**src/core/acr_pkg.sv**
```systemverilog
// Package: register map, reset values and carriers of the audio clock ratio control
package acr_pkg;

    // ********************************************
    // Register indices (byte address = 4 * index)
    // ********************************************
    localparam logic [9:0] IDX_CTRL     = 10'h031;
    localparam logic [9:0] IDX_RATE     = 10'h032;
    localparam logic [9:0] IDX_NUMER_LO = 10'h033;
    localparam logic [9:0] IDX_NUMER_HI = 10'h034;
    localparam logic [9:0] IDX_DENOM_LO = 10'h035;
    localparam logic [9:0] IDX_DENOM_HI = 10'h036;
    localparam logic [9:0] IDX_LOOP_CAP = 10'h039;
    localparam logic [9:0] IDX_LOOP_RES = 10'h03a;
    localparam logic [9:0] IDX_STATUS   = 10'h020;

    // ********************************************
    // Control register fields
    // ********************************************
    localparam int CTRL_REF_OFF_BIT = 0;
    localparam int CTRL_STRETCH_BIT = 1;
    localparam int CTRL_HOST_SEL_BIT = 2;
    localparam int CTRL_UPDATE_BIT  = 6;
    // Writable bits: 9..5 and 2..0, the rest reserved
    localparam logic [15:0] CTRL_RW_MASK = 16'h03e7;
    localparam logic [15:0] CTRL_RESET   = 16'h0100;

    // ********************************************
    // Other field widths and reset values
    // ********************************************
    localparam int RATE_W = 3;
    localparam int LOOP_W = 6;
    localparam logic [2:0] RATE_RESET = 3'h3;

    // ********************************************
    // Carriers
    // ********************************************
    typedef struct packed {
        logic [31:0] numer;
        logic [31:0] denom;
    } acr_ratio_s;

    typedef struct packed {
        logic [5:0] cap;
        logic [5:0] res;
    } acr_loop_s;

endpackage

```
**src/core/acr_audio_clock_ratio_control.sv**
```systemverilog
// Audio clock ratio control: APB registers, rate selection, ratio update, frame sync pulse
//
// Function
// - Host rate select high takes rate from register; low uses the pins.
// - Field stretch set lengthens frame sync pulse from one line to one field.
// - Reference reset off: field-id input stops resetting the pulse; host reset remains.
// - Sample rate register resets to 011, which means 48 kHz.
// - Non-zero 32-bit numerator sets audio clock to reference ratio numerator.
// - Non-zero 32-bit denominator sets audio clock to reference ratio denominator.
// - Numerator low half at 33h, high half at 34h.
// - Denominator low half at 35h, high half at 36h.
// - Ratio loads only on rising update bit, and only non-zero values.
// - Ratio reset contents follow the currently selected audio rate.
// - Loop setting defaults follow the currently selected sampling rate.
//
// Our own choice: the APB slave port.
`timescale 1ns/10ps
module acr_audio_clock_ratio_control #(
    parameter int          ADDR_W      = 12,
    parameter int          SYNC_FIELDS = 5,
    parameter logic [255:0] NUMER_DFLT = {8{32'h0000_0200}},
    parameter logic [255:0] DENOM_DFLT = {8{32'h0000_0200}},
    parameter logic [47:0]  CAP_DFLT   = {8{6'h0c}},
    parameter logic [47:0]  RES_DFLT   = {8{6'h24}}
) (
    input  wire logic              pclk,
    input  wire logic              presetn,
    input  wire logic [ADDR_W-1:0] paddr,
    input  wire logic              psel,
    input  wire logic              penable,
    input  wire logic              pwrite,
    input  wire logic [31:0]       pwdata,
    output logic [31:0]            prdata,
    output logic                   pready,
    output logic                   pslverr,
    input  wire logic [2:0]        rate_pins,
    input  wire logic              ref_field_id_in,
    input  wire logic              line_start,
    input  wire logic              field_start,
    input  wire logic              host_frame_reset,
    output logic [2:0]             sample_rate_sel,
    output acr_pkg::acr_ratio_s    ratio_out,
    output acr_pkg::acr_loop_s     loop_out,
    output logic [15:0]            ctrl_out,
    output logic                   audio_frame_sync
);

    // ********************************************
    // State
    // ********************************************
    logic [15:0] ctrl_r;
    logic [2:0]  rate_r;
    logic [31:0] numer_r;
    logic [31:0] denom_r;
    logic        numer_wr_r;
    logic        denom_wr_r;
    logic [31:0] numer_app_r;
    logic [31:0] denom_app_r;
    logic        numer_cus_r;
    logic        denom_cus_r;
    logic [5:0]  cap_r;
    logic [5:0]  res_r;
    logic        cap_wr_r;
    logic        res_wr_r;
    logic        upd_prev_r;
    logic [2:0]  pin_s1_r;
    logic [2:0]  pin_s2_r;
    logic [2:0]  pin_s3_r;
    logic [2:0]  pin_rate_r;
    logic        fid_s1_r;
    logic        fid_s2_r;
    logic        fid_s3_r;
    logic        fid_r;
    logic [7:0]  fld_cnt_r;
    logic [7:0]  fld_cnt_nxt;
    logic        pulse_r;
    logic        pulse_nxt;
    logic [31:0] prdata_r;
    logic        pready_r;
    logic        pslverr_r;
    logic [2:0]  rate_out_r;
    acr_pkg::acr_ratio_s ratio_r;
    acr_pkg::acr_loop_s  loop_r;

    // ********************************************
    // Bus decode
    // ********************************************
    // Access phase is two cycles: pready is a flop, so it rises one edge late
    wire       acc     = psel & penable;
    wire       done    = acc & pready_r;
    wire [9:0] idx     = paddr[11:2];
    wire       wr      = done & pwrite;
    wire       hit_ctrl = (idx == acr_pkg::IDX_CTRL);
    wire       hit_rate = (idx == acr_pkg::IDX_RATE);
    wire       hit_nlo  = (idx == acr_pkg::IDX_NUMER_LO);
    wire       hit_nhi  = (idx == acr_pkg::IDX_NUMER_HI);
    wire       hit_dlo  = (idx == acr_pkg::IDX_DENOM_LO);
    wire       hit_dhi  = (idx == acr_pkg::IDX_DENOM_HI);
    wire       hit_cap  = (idx == acr_pkg::IDX_LOOP_CAP);
    wire       hit_res  = (idx == acr_pkg::IDX_LOOP_RES);
    wire       hit_stat = (idx == acr_pkg::IDX_STATUS);
    wire       mapped   = hit_ctrl | hit_rate | hit_nlo | hit_nhi | hit_dlo
                        | hit_dhi | hit_cap | hit_res | hit_stat;
    wire [15:0] wd      = pwdata[15:0];

    // ********************************************
    // Effective rate and rate-dependent defaults
    // ********************************************
    wire        host_sel = ctrl_r[acr_pkg::CTRL_HOST_SEL_BIT];
    wire [2:0]  eff_rate = host_sel ? rate_r : pin_rate_r;
    wire [31:0] numer_def = NUMER_DFLT[eff_rate*32 +: 32];
    wire [31:0] denom_def = DENOM_DFLT[eff_rate*32 +: 32];
    wire [5:0]  cap_def   = CAP_DFLT[eff_rate*6 +: 6];
    wire [5:0]  res_def   = RES_DFLT[eff_rate*6 +: 6];
    // Until written, staged values read back as the rate default
    wire [31:0] numer_rd = numer_wr_r ? numer_r : numer_def;
    wire [31:0] denom_rd = denom_wr_r ? denom_r : denom_def;
    wire [5:0]  cap_rd   = cap_wr_r ? cap_r : cap_def;
    wire [5:0]  res_rd   = res_wr_r ? res_r : res_def;

    // ********************************************
    // Update edge
    // ********************************************
    wire upd_bit  = ctrl_r[acr_pkg::CTRL_UPDATE_BIT];
    wire upd_edge = upd_bit & ~upd_prev_r;
    wire numer_ld = upd_edge & (numer_rd != 32'h0000_0000);
    wire denom_ld = upd_edge & (denom_rd != 32'h0000_0000);

    // ********************************************
    // Read mux, reserved bits zero
    // ********************************************
    wire [31:0] rd_data =
        hit_ctrl ? {16'h0000, ctrl_r}                    :
        hit_rate ? {29'h0000_0000, rate_r}               :
        hit_nlo  ? {16'h0000, numer_rd[15:0]}            :
        hit_nhi  ? {16'h0000, numer_rd[31:16]}           :
        hit_dlo  ? {16'h0000, denom_rd[15:0]}            :
        hit_dhi  ? {16'h0000, denom_rd[31:16]}           :
        hit_cap  ? {26'h000_0000, cap_rd}                :
        hit_res  ? {26'h000_0000, res_rd}                :
        hit_stat ? {24'h00_0000, audio_frame_sync, denom_cus_r, numer_cus_r,
                    host_sel, 1'b0, eff_rate}             :
                   32'h0000_0000;

    // ********************************************
    // Frame sync pulse next state
    // ********************************************
    // Reference reset acts on the filtered rising edge of the field-id pin
    wire ref_off   = ctrl_r[acr_pkg::CTRL_REF_OFF_BIT];
    wire fid_rise  = (fid_s2_r == fid_s3_r) & fid_s3_r & ~fid_r;
    wire ref_rst   = fid_rise & ~ref_off;
    wire wrap      = field_start & (fld_cnt_r == 8'(SYNC_FIELDS - 1));
    wire start     = ref_rst | host_frame_reset | wrap;
    wire stretch   = ctrl_r[acr_pkg::CTRL_STRETCH_BIT];
    wire pulse_end = stretch ? field_start : line_start;

    always_comb begin
        fld_cnt_nxt = fld_cnt_r;
        pulse_nxt   = pulse_r;
        if (start) begin
            fld_cnt_nxt = 8'h00;
            pulse_nxt   = 1'b1;
        end else begin
            if (field_start) begin
                fld_cnt_nxt = fld_cnt_r + 8'h01;
            end
            if (pulse_end) begin
                pulse_nxt = 1'b0;
            end
        end
    end

    // ********************************************
    // APB handshake and read data
    // ********************************************
    // Unmapped word answers with pslverr and zero data
    always_ff @(posedge pclk or negedge presetn) begin
        if (!presetn) begin
            pready_r  <= 1'b0;
            prdata_r  <= 32'h0000_0000;
            pslverr_r <= 1'b0;
        end else begin
            pready_r  <= acc & ~pready_r;
            prdata_r  <= (acc & ~pready_r & ~pwrite) ? rd_data : 32'h0000_0000;
            pslverr_r <= acc & ~pready_r & ~mapped;
        end
    end

    // ********************************************
    // Control and rate registers
    // ********************************************
    always_ff @(posedge pclk or negedge presetn) begin
        if (!presetn) begin
            ctrl_r     <= acr_pkg::CTRL_RESET;
            rate_r     <= acr_pkg::RATE_RESET;
            upd_prev_r <= 1'b0;
        end else begin
            upd_prev_r <= upd_bit;
            if (wr & hit_ctrl) begin
                ctrl_r <= wd & acr_pkg::CTRL_RW_MASK;
            end
            if (wr & hit_rate) begin
                rate_r <= wd[2:0];
            end
        end
    end

    // ********************************************
    // Staged ratio halves
    // ********************************************
    // Halves are staged only; the synthesiser never sees a half-written value
    always_ff @(posedge pclk or negedge presetn) begin
        if (!presetn) begin
            numer_r    <= 32'h0000_0000;
            denom_r    <= 32'h0000_0000;
            numer_wr_r <= 1'b0;
            denom_wr_r <= 1'b0;
        end else begin
            if (wr & (hit_nlo | hit_nhi)) begin
                numer_wr_r <= 1'b1;
                numer_r    <= hit_nlo ? {numer_rd[31:16], wd} : {wd, numer_rd[15:0]};
            end
            if (wr & (hit_dlo | hit_dhi)) begin
                denom_wr_r <= 1'b1;
                denom_r    <= hit_dlo ? {denom_rd[31:16], wd} : {wd, denom_rd[15:0]};
            end
        end
    end

    // ********************************************
    // Applied ratio
    // ********************************************
    always_ff @(posedge pclk or negedge presetn) begin
        if (!presetn) begin
            numer_app_r <= 32'h0000_0000;
            denom_app_r <= 32'h0000_0000;
            numer_cus_r <= 1'b0;
            denom_cus_r <= 1'b0;
        end else begin
            if (numer_ld) begin
                numer_app_r <= numer_rd;
                numer_cus_r <= 1'b1;
            end
            if (denom_ld) begin
                denom_app_r <= denom_rd;
                denom_cus_r <= 1'b1;
            end
        end
    end

    // ********************************************
    // Loop bandwidth settings
    // ********************************************
    // Range limits are left to software; values are stored as written
    always_ff @(posedge pclk or negedge presetn) begin
        if (!presetn) begin
            cap_r    <= 6'h00;
            res_r    <= 6'h00;
            cap_wr_r <= 1'b0;
            res_wr_r <= 1'b0;
        end else begin
            if (wr & hit_cap) begin
                cap_r    <= wd[5:0];
                cap_wr_r <= 1'b1;
            end
            if (wr & hit_res) begin
                res_r    <= wd[5:0];
                res_wr_r <= 1'b1;
            end
        end
    end

    // ********************************************
    // Pin synchronisers
    // ********************************************
    // Three stages; a change counts only when stages two and three agree
    always_ff @(posedge pclk or negedge presetn) begin
        if (!presetn) begin
            pin_s1_r   <= 3'h0;
            pin_s2_r   <= 3'h0;
            pin_s3_r   <= 3'h0;
            pin_rate_r <= acr_pkg::RATE_RESET;
            fid_s1_r   <= 1'b0;
            fid_s2_r   <= 1'b0;
            fid_s3_r   <= 1'b0;
            fid_r      <= 1'b0;
        end else begin
            pin_s1_r <= rate_pins;
            pin_s2_r <= pin_s1_r;
            pin_s3_r <= pin_s2_r;
            fid_s1_r <= ref_field_id_in;
            fid_s2_r <= fid_s1_r;
            fid_s3_r <= fid_s2_r;
            if (pin_s2_r == pin_s3_r) begin
                pin_rate_r <= pin_s3_r;
            end
            if (fid_s2_r == fid_s3_r) begin
                fid_r <= fid_s3_r;
            end
        end
    end

    // ********************************************
    // Frame sync pulse and output registers
    // ********************************************
    // Ratio outputs: rate default until a custom value has been loaded
    always_ff @(posedge pclk or negedge presetn) begin
        if (!presetn) begin
            fld_cnt_r  <= 8'h00;
            pulse_r    <= 1'b0;
            rate_out_r <= acr_pkg::RATE_RESET;
            ratio_r    <= '0;
            loop_r     <= '0;
        end else begin
            fld_cnt_r     <= fld_cnt_nxt;
            pulse_r       <= pulse_nxt;
            rate_out_r    <= eff_rate;
            ratio_r.numer <= numer_cus_r ? numer_app_r : numer_def;
            ratio_r.denom <= denom_cus_r ? denom_app_r : denom_def;
            loop_r.cap    <= cap_rd;
            loop_r.res    <= res_rd;
        end
    end

    // ********************************************
    // Port drive
    // ********************************************
    assign prdata           = prdata_r;
    assign pready           = pready_r;
    assign pslverr          = pslverr_r;
    assign sample_rate_sel  = rate_out_r;
    assign ratio_out        = ratio_r;
    assign loop_out         = loop_r;
    assign ctrl_out         = ctrl_r;
    assign audio_frame_sync = pulse_r;

endmodule // acr_audio_clock_ratio_control

```
**config.mk**
```make
export PLATFORM = sky130hd
export DESIGN_NAME = acr_audio_clock_ratio_control
export DESIGN_NICKNAME = d
export VERILOG_FILES = /design/src/core/acr_pkg.sv /design/src/core/acr_audio_clock_ratio_control.sv
export SDC_FILE = /design/constraint.sdc
export NUM_CORES = 1
export LEC_CHECK = 0
export BUFFER_PORTS_ARGS = -buffer_cell sky130_fd_sc_hd__buf_2
export CAP_MARGIN = 15
export CORE_MARGIN = 4
export CORE_UTILIZATION = 51
export CTS_CLUSTER_SIZE = 20
export DETAILED_ROUTE_END_ITERATION = 16
export PLACE_DENSITY = 0.86
export SETUP_SLACK_MARGIN = 0.4
export SLEW_MARGIN = 10
export SYNTH_ARGS = -nofsm -noshare
export SYNTH_HDL_FRONTEND = slang
export SYNTH_SLANG_ARGS = --single-unit
export TNS_END_PERCENT = 10
```
**constraint.sdc**
```tcl
create_clock -name pclk -period 2.05 [get_ports pclk]
set_clock_uncertainty 0.15 [all_clocks]
set_input_delay 0 -clock pclk [delete_from_list [all_inputs] [get_ports pclk]]
set_output_delay 0 -clock pclk [all_outputs]
set_load 0.01 [all_outputs]
```
* Word-level counts from Yosys, hierarchy flattened
Cells that the tools add are included.
** Storage, ports and cells
- Flip-flop bits (word level) :: 280
- Output and inout bits :: 130
- Word-level logic and storage cells :: 115
** Operators by class
- $add $sub $neg :: 1
- $mul :: 1
- Equality and inequality tests :: 12
- Shift operators :: 3
- Muxes and demuxes :: 24
- Bitwise logic cells :: 37
- Reductions and logical operators :: 4
** Operators with widths (count)
- $shiftx A256 B9 Y32 const A :: 1
- $mux W32 :: 6
- $mux W16 :: 7
- $shiftx A48 B7 Y6 const A :: 2
- $eq A10 B6 Y1 const B :: 9
- $reduce_bool A32 Y1 :: 2
- $mux W8 :: 5
- $and A1 B1 Y1 :: 19
- $mux W6 :: 2
- $or A1 B1 Y1 :: 12
- $add A8 B1 Y8 const B :: 1
- $eq A8 B3 Y1 const B :: 1
- $not A1 Y1 :: 6
- $mul A3 B2 Y5 const B :: 1
- $reduce_bool A2 Y1 :: 2
- $eq A3 B3 Y1 :: 1
- $mux W1 :: 3
- $mux W3 :: 1
- $eq A1 B1 Y1 :: 1

* Longest topological paths before layout
- Depth after elaboration :: 13
- Mapped depth :: 7

* Worst setup path after synthesis
No wires, ideal clock.
- Path type :: reg2reg
- Start :: register numer_r[21]
- End :: register numer_app_r[9]
- Data arrival time :: 1715 ps
- Data required time :: 1766 ps
- Path slack :: 51 ps
- Stages on the path, launching flop included :: 6
- Clock period less this slack :: 1999 ps
- Cells stage by stage :: dfrtp_1 nor4_1 nand4_1 o31ai_1 clkbuf_1 o21ai_0
** On the way
- Word-level cells in the longest chain between the ends :: 3
** RTL lines
- from (decl) :: RTL line acr_audio_clock_ratio_control.sv:53 : logic [31:0] numer_r;
- from (signal assigned) :: RTL line acr_audio_clock_ratio_control.sv:221 : numer_r <= hit_nlo ? {numer_rd[31:16], wd} : {wd, numer_rd[15:0]};
- $mux W32 :: RTL line acr_audio_clock_ratio_control.sv:116 : wire [31:0] numer_rd = numer_wr_r ? numer_r : numer_def;
- $reduce_bool A32 Y1 :: RTL line acr_audio_clock_ratio_control.sv:126 : wire numer_ld = upd_edge & (numer_rd != 32'h0000_0000);
- $and A1 B1 Y1 :: RTL line acr_audio_clock_ratio_control.sv:126
- to (signal assigned) :: RTL line acr_audio_clock_ratio_control.sv:241 : numer_app_r <= numer_rd;
- to (decl) :: RTL line acr_audio_clock_ratio_control.sv:57 : logic [31:0] numer_app_r;
Every way passes these cells.
A chain may end at the register's enable or synchronous reset.

* Worst setup path in the final report
- Start :: register denom_r[16]
- End :: register denom_app_r[10]
** On the way
- Word-level cells in the longest chain between the ends :: 3
** RTL lines
- from (decl) :: RTL line acr_audio_clock_ratio_control.sv:54 : logic [31:0] denom_r;
- from (signal assigned) :: RTL line acr_audio_clock_ratio_control.sv:225 : denom_r <= hit_dlo ? {denom_rd[31:16], wd} : {wd, denom_rd[15:0]};
- $mux W32 :: RTL line acr_audio_clock_ratio_control.sv:117 : wire [31:0] denom_rd = denom_wr_r ? denom_r : denom_def;
- $reduce_bool A32 Y1 :: RTL line acr_audio_clock_ratio_control.sv:127 : wire denom_ld = upd_edge & (denom_rd != 32'h0000_0000);
- $and A1 B1 Y1 :: RTL line acr_audio_clock_ratio_control.sv:127
- to (signal assigned) :: RTL line acr_audio_clock_ratio_control.sv:245 : denom_app_r <= denom_rd;
- to (decl) :: RTL line acr_audio_clock_ratio_control.sv:58 : logic [31:0] denom_app_r;
Every way passes these cells.

==> impl_table.tex <==
\begin{tabular}{lr}
\hline
Metric & Value \\
\hline
\multicolumn{2}{l}{\textbf{Status}} \\
Result of the run & complete, but fails checks \\
Violated checks & negative hold slack \\
\multicolumn{2}{l}{\textbf{Power}} \\
Total power density per cell area & 806.8 mW/mm\^{}2 \\
Combinational cell fraction of total power & 4.7\% \\
Maximum resistive drop on vdd & 689.9 uV \\
Share of total power consumed by net switching & 21.43\% \\
Clock network power share & 47.5\% \\
Internal power contribution & 9269 uW \\
Sequential Power Share & 47.8\% \\
Leak Pwr & 0.007272 uW \\
Net switching power figure & 2528 uW \\
\multicolumn{2}{l}{\textbf{Logic synthesis}} \\
EDFF count, synth & 0 \\
Area contributors post-synth & sky130\_fd\_sc\_hd\_\_dfrtp\_1, sky130\_fd\_sc\_hd\_\_a22o\_1, sky130\_fd\_sc\_hd\_\_and2\_1 \\
Top-area cell type share of the netlist area & 60.93\% \\
Post-synthesis cell count & 886 \\
Share of the synthesized area in compound gates (AO/OA/AOI/OAI) & 16.48\% \\
Flip-flop and latch count after synthesis & 280 \\
Adder-cell share of the synthesized area & 0.3348\% \\
YS warnings & 0 \\
Synth async-reset ratio & 100.0\% \\
Dominant combinational cell family by area after synthesis & compound AO/OA/AOI/OAI gates \\
Share of synthesized area spent on multiplexers & 3.292\% \\
Most used flip-flop cell after synthesis & sky130\_fd\_sc\_hd\_\_dfrtp\_1 \\
Register area share after synthesis & 62.57\% \\
Post-synthesis cell type count & 62 \\
Post-synthesis average cell area & 12.65 um\^{}2 \\
Library cell occupying the most area in the post-synthesis netlist & sky130\_fd\_sc\_hd\_\_dfrtp\_1 \\
Parity-gate share of the synthesized area counting xor and xnor cells & 0.7030\% \\
Simple logic cell fraction of the synthesized area & 12.76\% \\
Cell area after synthesis & 0.01121 mm\^{}2 \\
\multicolumn{2}{l}{\textbf{Clock network}} \\
Clock tree from TritonCTS & done \\
Clock buffer count from CTS & 28 \\
Hold\_buf cts & 38 \\
Clk sink count & 280 \\
\# H-tree levels & 1 \\
Buffers from clock root to sink, at most & 3 \\
Clock-pin slew of the registers on the worst-case setup and hold paths & 0.06 ns \\
Buffer type at the clock tree root & sky130\_fd\_sc\_hd\_\_clkbuf\_16 \\
Worst-Skew Late Latency & 0.55 ns \\
\multicolumn{2}{l}{\textbf{Drt}} \\
DRC Markers & 0 \\
Count of antenna-violating nets left after detailed routing & 0 \\
Total detailed-routing wirelength & 32420 um \\
Post-DR vias/cell & 5.985 \\
Vias & 8720 \\
Initial DRT Pass Iterations & 5 \\
Routed length per placed instance & 22.25 um \\
Initial DRC Count & 854 \\
\multicolumn{2}{l}{\textbf{Critical path}} \\
Startpoint Class & register \\
Series of cell instances along the critical path & or4\_4 > o41ai\_4 > buf\_6 > buf\_8 > a22o\_1 \\
Cell at the slowest stage of the critical path & sky130\_fd\_sc\_hd\_\_or4\_4 \\
Max Fanout on Critical Path & 13 \\
CP Data Required Time & 2.39 ns \\
Delay of the slowest critical-path stage & 0.57 ns \\
Crit Path Class & reg -> reg \\
Arrival @ worst endpoint & 2.32 ns \\
Endpoint type of the worst setup path & register \\
\multicolumn{2}{l}{\textbf{Final layout}} \\
Final cell count without fillers & 1457 \\
Proportion of layout cells with a drive suffix above 1 & 32.57\% \\
Relative area change from synthesis to final layout & 30.41\% \\
Leading cell type in the layout, fill and taps excluded & sky130\_fd\_sc\_hd\_\_dfrtp\_1 \\
FILL cells & 1440 \\
NumNets Final & 1219 \\
Area used by multi-input combinational logic & 0.004056 mm\^{}2 \\
Register cell area after layout & 0.007029 mm\^{}2 \\
Highest-count cells in the layout ignoring fill and taps & sky130\_fd\_sc\_hd\_\_dfrtp\_1, sky130\_fd\_sc\_hd\_\_buf\_2, sky130\_fd\_sc\_hd\_\_a22o\_1, sky130\_fd\_sc\_hd\_\_buf\_4, sky130\_fd\_sc\_hd\_\_and2\_1 \\
Antenna diode instance count & 0 \\
\multicolumn{2}{l}{\textbf{Worst hold path}} \\
Classification of the worst-slack hold path & in -> reg \\
\multicolumn{2}{l}{\textbf{Placement}} \\
Inst Count DP & 1346 \\
Worst Setup Slack post-DPL & -0.003001 ns \\
DP HPWL & 21660 um \\
Final RePlAce weighted congestion & 0.9793 \\
Number of I/O port buffers & 143 \\
\multicolumn{2}{l}{\textbf{STA}} \\
Maximum clock rate & 504.3 MHz \\
Period minus WS final & 1.983 ns \\
Final number of hold-violating endpoints & 2 \\
RSZ-0062 raised after global routing & true \\
Worst hold slack across all endpoints & -0.05964 ns \\
Number of setup violations in the final report & 0 \\
Max Slew Vio Count & 0 \\
Least setup slack across all paths after layout & 0.06721 ns \\
Final Cycle Share & 96.72\% \\
\multicolumn{2}{l}{\textbf{Floorplan}} \\
Die Y-Extent & 156.3 um \\
Number of rows in the core area & 53 \\
Overall die width & 156.3 um \\
Initial cell density of the core & 52.51\% \\
Die footprint & 0.02442 mm\^{}2 \\
Placeable core region & 0.02135 mm\^{}2 \\
Io pins & 186 \\
\multicolumn{2}{l}{\textbf{Global routing}} \\
Tot GR Track Use & 26.18\% \\
Antenna violations before repair & 0 \\
Largest net degree at the start of global routing & 75 \\
Leftover overflow at the end of global routing & 0 \\
Number of global-route vias before repair & 8831 \\
Global-route wire length before repair & 50550 um \\
\multicolumn{2}{l}{\textbf{Job}} \\
Reported max-cap violation count & 0 \\
\hline
\end{tabular}
[stage by stage]
step                util (%)    TNS, ns  hold WS (ns)  total power (uW)  area, um^2
floorplan                  -          0       -0.4456              5943       11380
global placement       59.94          0       -0.1896              6213       12800
detailed placement     59.94  -0.003001       -0.1820              6229       12800
CTS                    67.68          0      -0.09595             11850       14450
global route           68.48          0      -0.04426             12150       14620
finish                 68.48          0      -0.05964             11800       14620
[sequential cells by signal, indices dropped and copies added, names as in the netlist, 8 cells and up]
signal	count
ratio_out	64
denom_app_r	32
denom_r	32
numer_app_r	32
numer_r	32
prdata	16
loop_out	12
ctrl_out	8
fld_cnt_r	8
[power by group through the flow]
stage / Sequential [uW] / Clock (uW) / Combinational (uW)
floorplan: 5740 / 0 / 202
global placement: 5730 / 0 / 478
detailed placement: 5740 / 0 / 492
CTS: 5640 / 5660 / 555
global route: 5640 / 5900 / 614
finish: 5640 / 5600 / 559
[final timing paths]
kind / from / end / slack, ns / cells past startpoint
worst min-delay path: paddr[7] / prdata[3] / -0.06 / 5
worst max-delay path: denom_r[16] / denom_app_r[10] / 0.07 / 5
worst max register to register: denom_r[16] / denom_app_r[10] / 0.07 / 5
max in group asynchronous: presetn / rate_r[1] / 0.57 / 4
min in group asynchronous: presetn / ratio_out[14] / 0.36 / 3
worst min register to register: pin_s1_r[1] / pin_s2_r[1] / 0.20 / 0
[metal layers]
layer / vias up / GRT usage [%] / routed length, um / share of wire [%]
met1: 4369 / 34.61 / 12660 / 39
met2: 485 / 44.24 / 15780 / 49
met4: 0 / 7.149 / 1015 / 3.1
met5: - / 0 / 0 / 0
met3: 90 / 5.614 / 2963 / 9.1
li1: 3776 / - / - / -
[worst max-delay path, delay by kind of cell, from the launching register on]
kind / cells / cell delay (ns)
DFF: 1 / 0.38
AOI/OAI and AO/OA: 2 / 0.48
and+or+nand+nor: 1 / 0.57
buffers and inverters: 2 / 0.33
[final cells by class]
cell class / instances / share of cell area, %
clock buffer: 41 / 5.742
clock inverter: 11 / 1.326
inverter: 7 / 0.1797
multi-input combinational: 549 / 27.74
sequential: 280 / 48.07
tap: 275 / 2.353
timing repair buffer: 294 / 14.58
[cell families (layout without fill, tap and decap cells)]
kind of cell	after synthesis	after routing
AO/OA/AOI/OAI	238	238
flip-flops	280	280
other	1	24
XOR/XNOR	9	9
AND/OR/NAND/NOR	244	244
adder cells (fa/ha/maj)	3	3
multiplexers	31	31
buffers and inverters	80	353
[repair_timing]
item                                    in CTS  in global routing
pin swaps                                   10                  7
resized for setup                           26                 26
gates cloned                                 2                  2
setup buffers                               12                  5
endpoints found under the setup margin     116                155
endpoints found under the hold margin      390                  1
[synthesized netlist by cell type, types with 2 or more instances]
cell	n
sky130_fd_sc_hd__o22a_1	4
sky130_fd_sc_hd__nand3_1	13
sky130_fd_sc_hd__o21ai_1	3
sky130_fd_sc_hd__o211ai_1	3
sky130_fd_sc_hd__a221oi_1	7
sky130_fd_sc_hd__clkbuf_1	29
sky130_fd_sc_hd__nand2b_1	17
sky130_fd_sc_hd__nor3_1	11
sky130_fd_sc_hd__or4_1	2
sky130_fd_sc_hd__or3_1	8
sky130_fd_sc_hd__mux2_4	6
sky130_fd_sc_hd__ha_1	3
sky130_fd_sc_hd__a22o_1	129
sky130_fd_sc_hd__nand4_1	16
sky130_fd_sc_hd__and3_1	3
sky130_fd_sc_hd__nor2b_1	9
sky130_fd_sc_hd__xor2_1	7
sky130_fd_sc_hd__o22ai_1	4
sky130_fd_sc_hd__nor4_1	15
sky130_fd_sc_hd__o31ai_1	4
sky130_fd_sc_hd__buf_2	15
sky130_fd_sc_hd__buf_6	2
sky130_fd_sc_hd__nor3b_1	4
sky130_fd_sc_hd__and2_1	75
sky130_fd_sc_hd__a22oi_1	5
sky130_fd_sc_hd__dfstp_2	7
sky130_fd_sc_hd__mux2i_1	2
sky130_fd_sc_hd__buf_4	25
sky130_fd_sc_hd__o21ai_0	18
sky130_fd_sc_hd__dfrtp_1	273
sky130_fd_sc_hd__a31oi_1	5
sky130_fd_sc_hd__a32oi_1	10
sky130_fd_sc_hd__a21boi_0	2
sky130_fd_sc_hd__a21o_1	3
sky130_fd_sc_hd__mux2_2	23
sky130_fd_sc_hd__nor3_2	2
sky130_fd_sc_hd__nor2_1	23
sky130_fd_sc_hd__inv_1	7
sky130_fd_sc_hd__a21oi_1	33
sky130_fd_sc_hd__nand2_1	35
sky130_fd_sc_hd__xnor2_1	2
sky130_fd_sc_hd__or4b_1	2
Power figures use the tool's default switching activity.
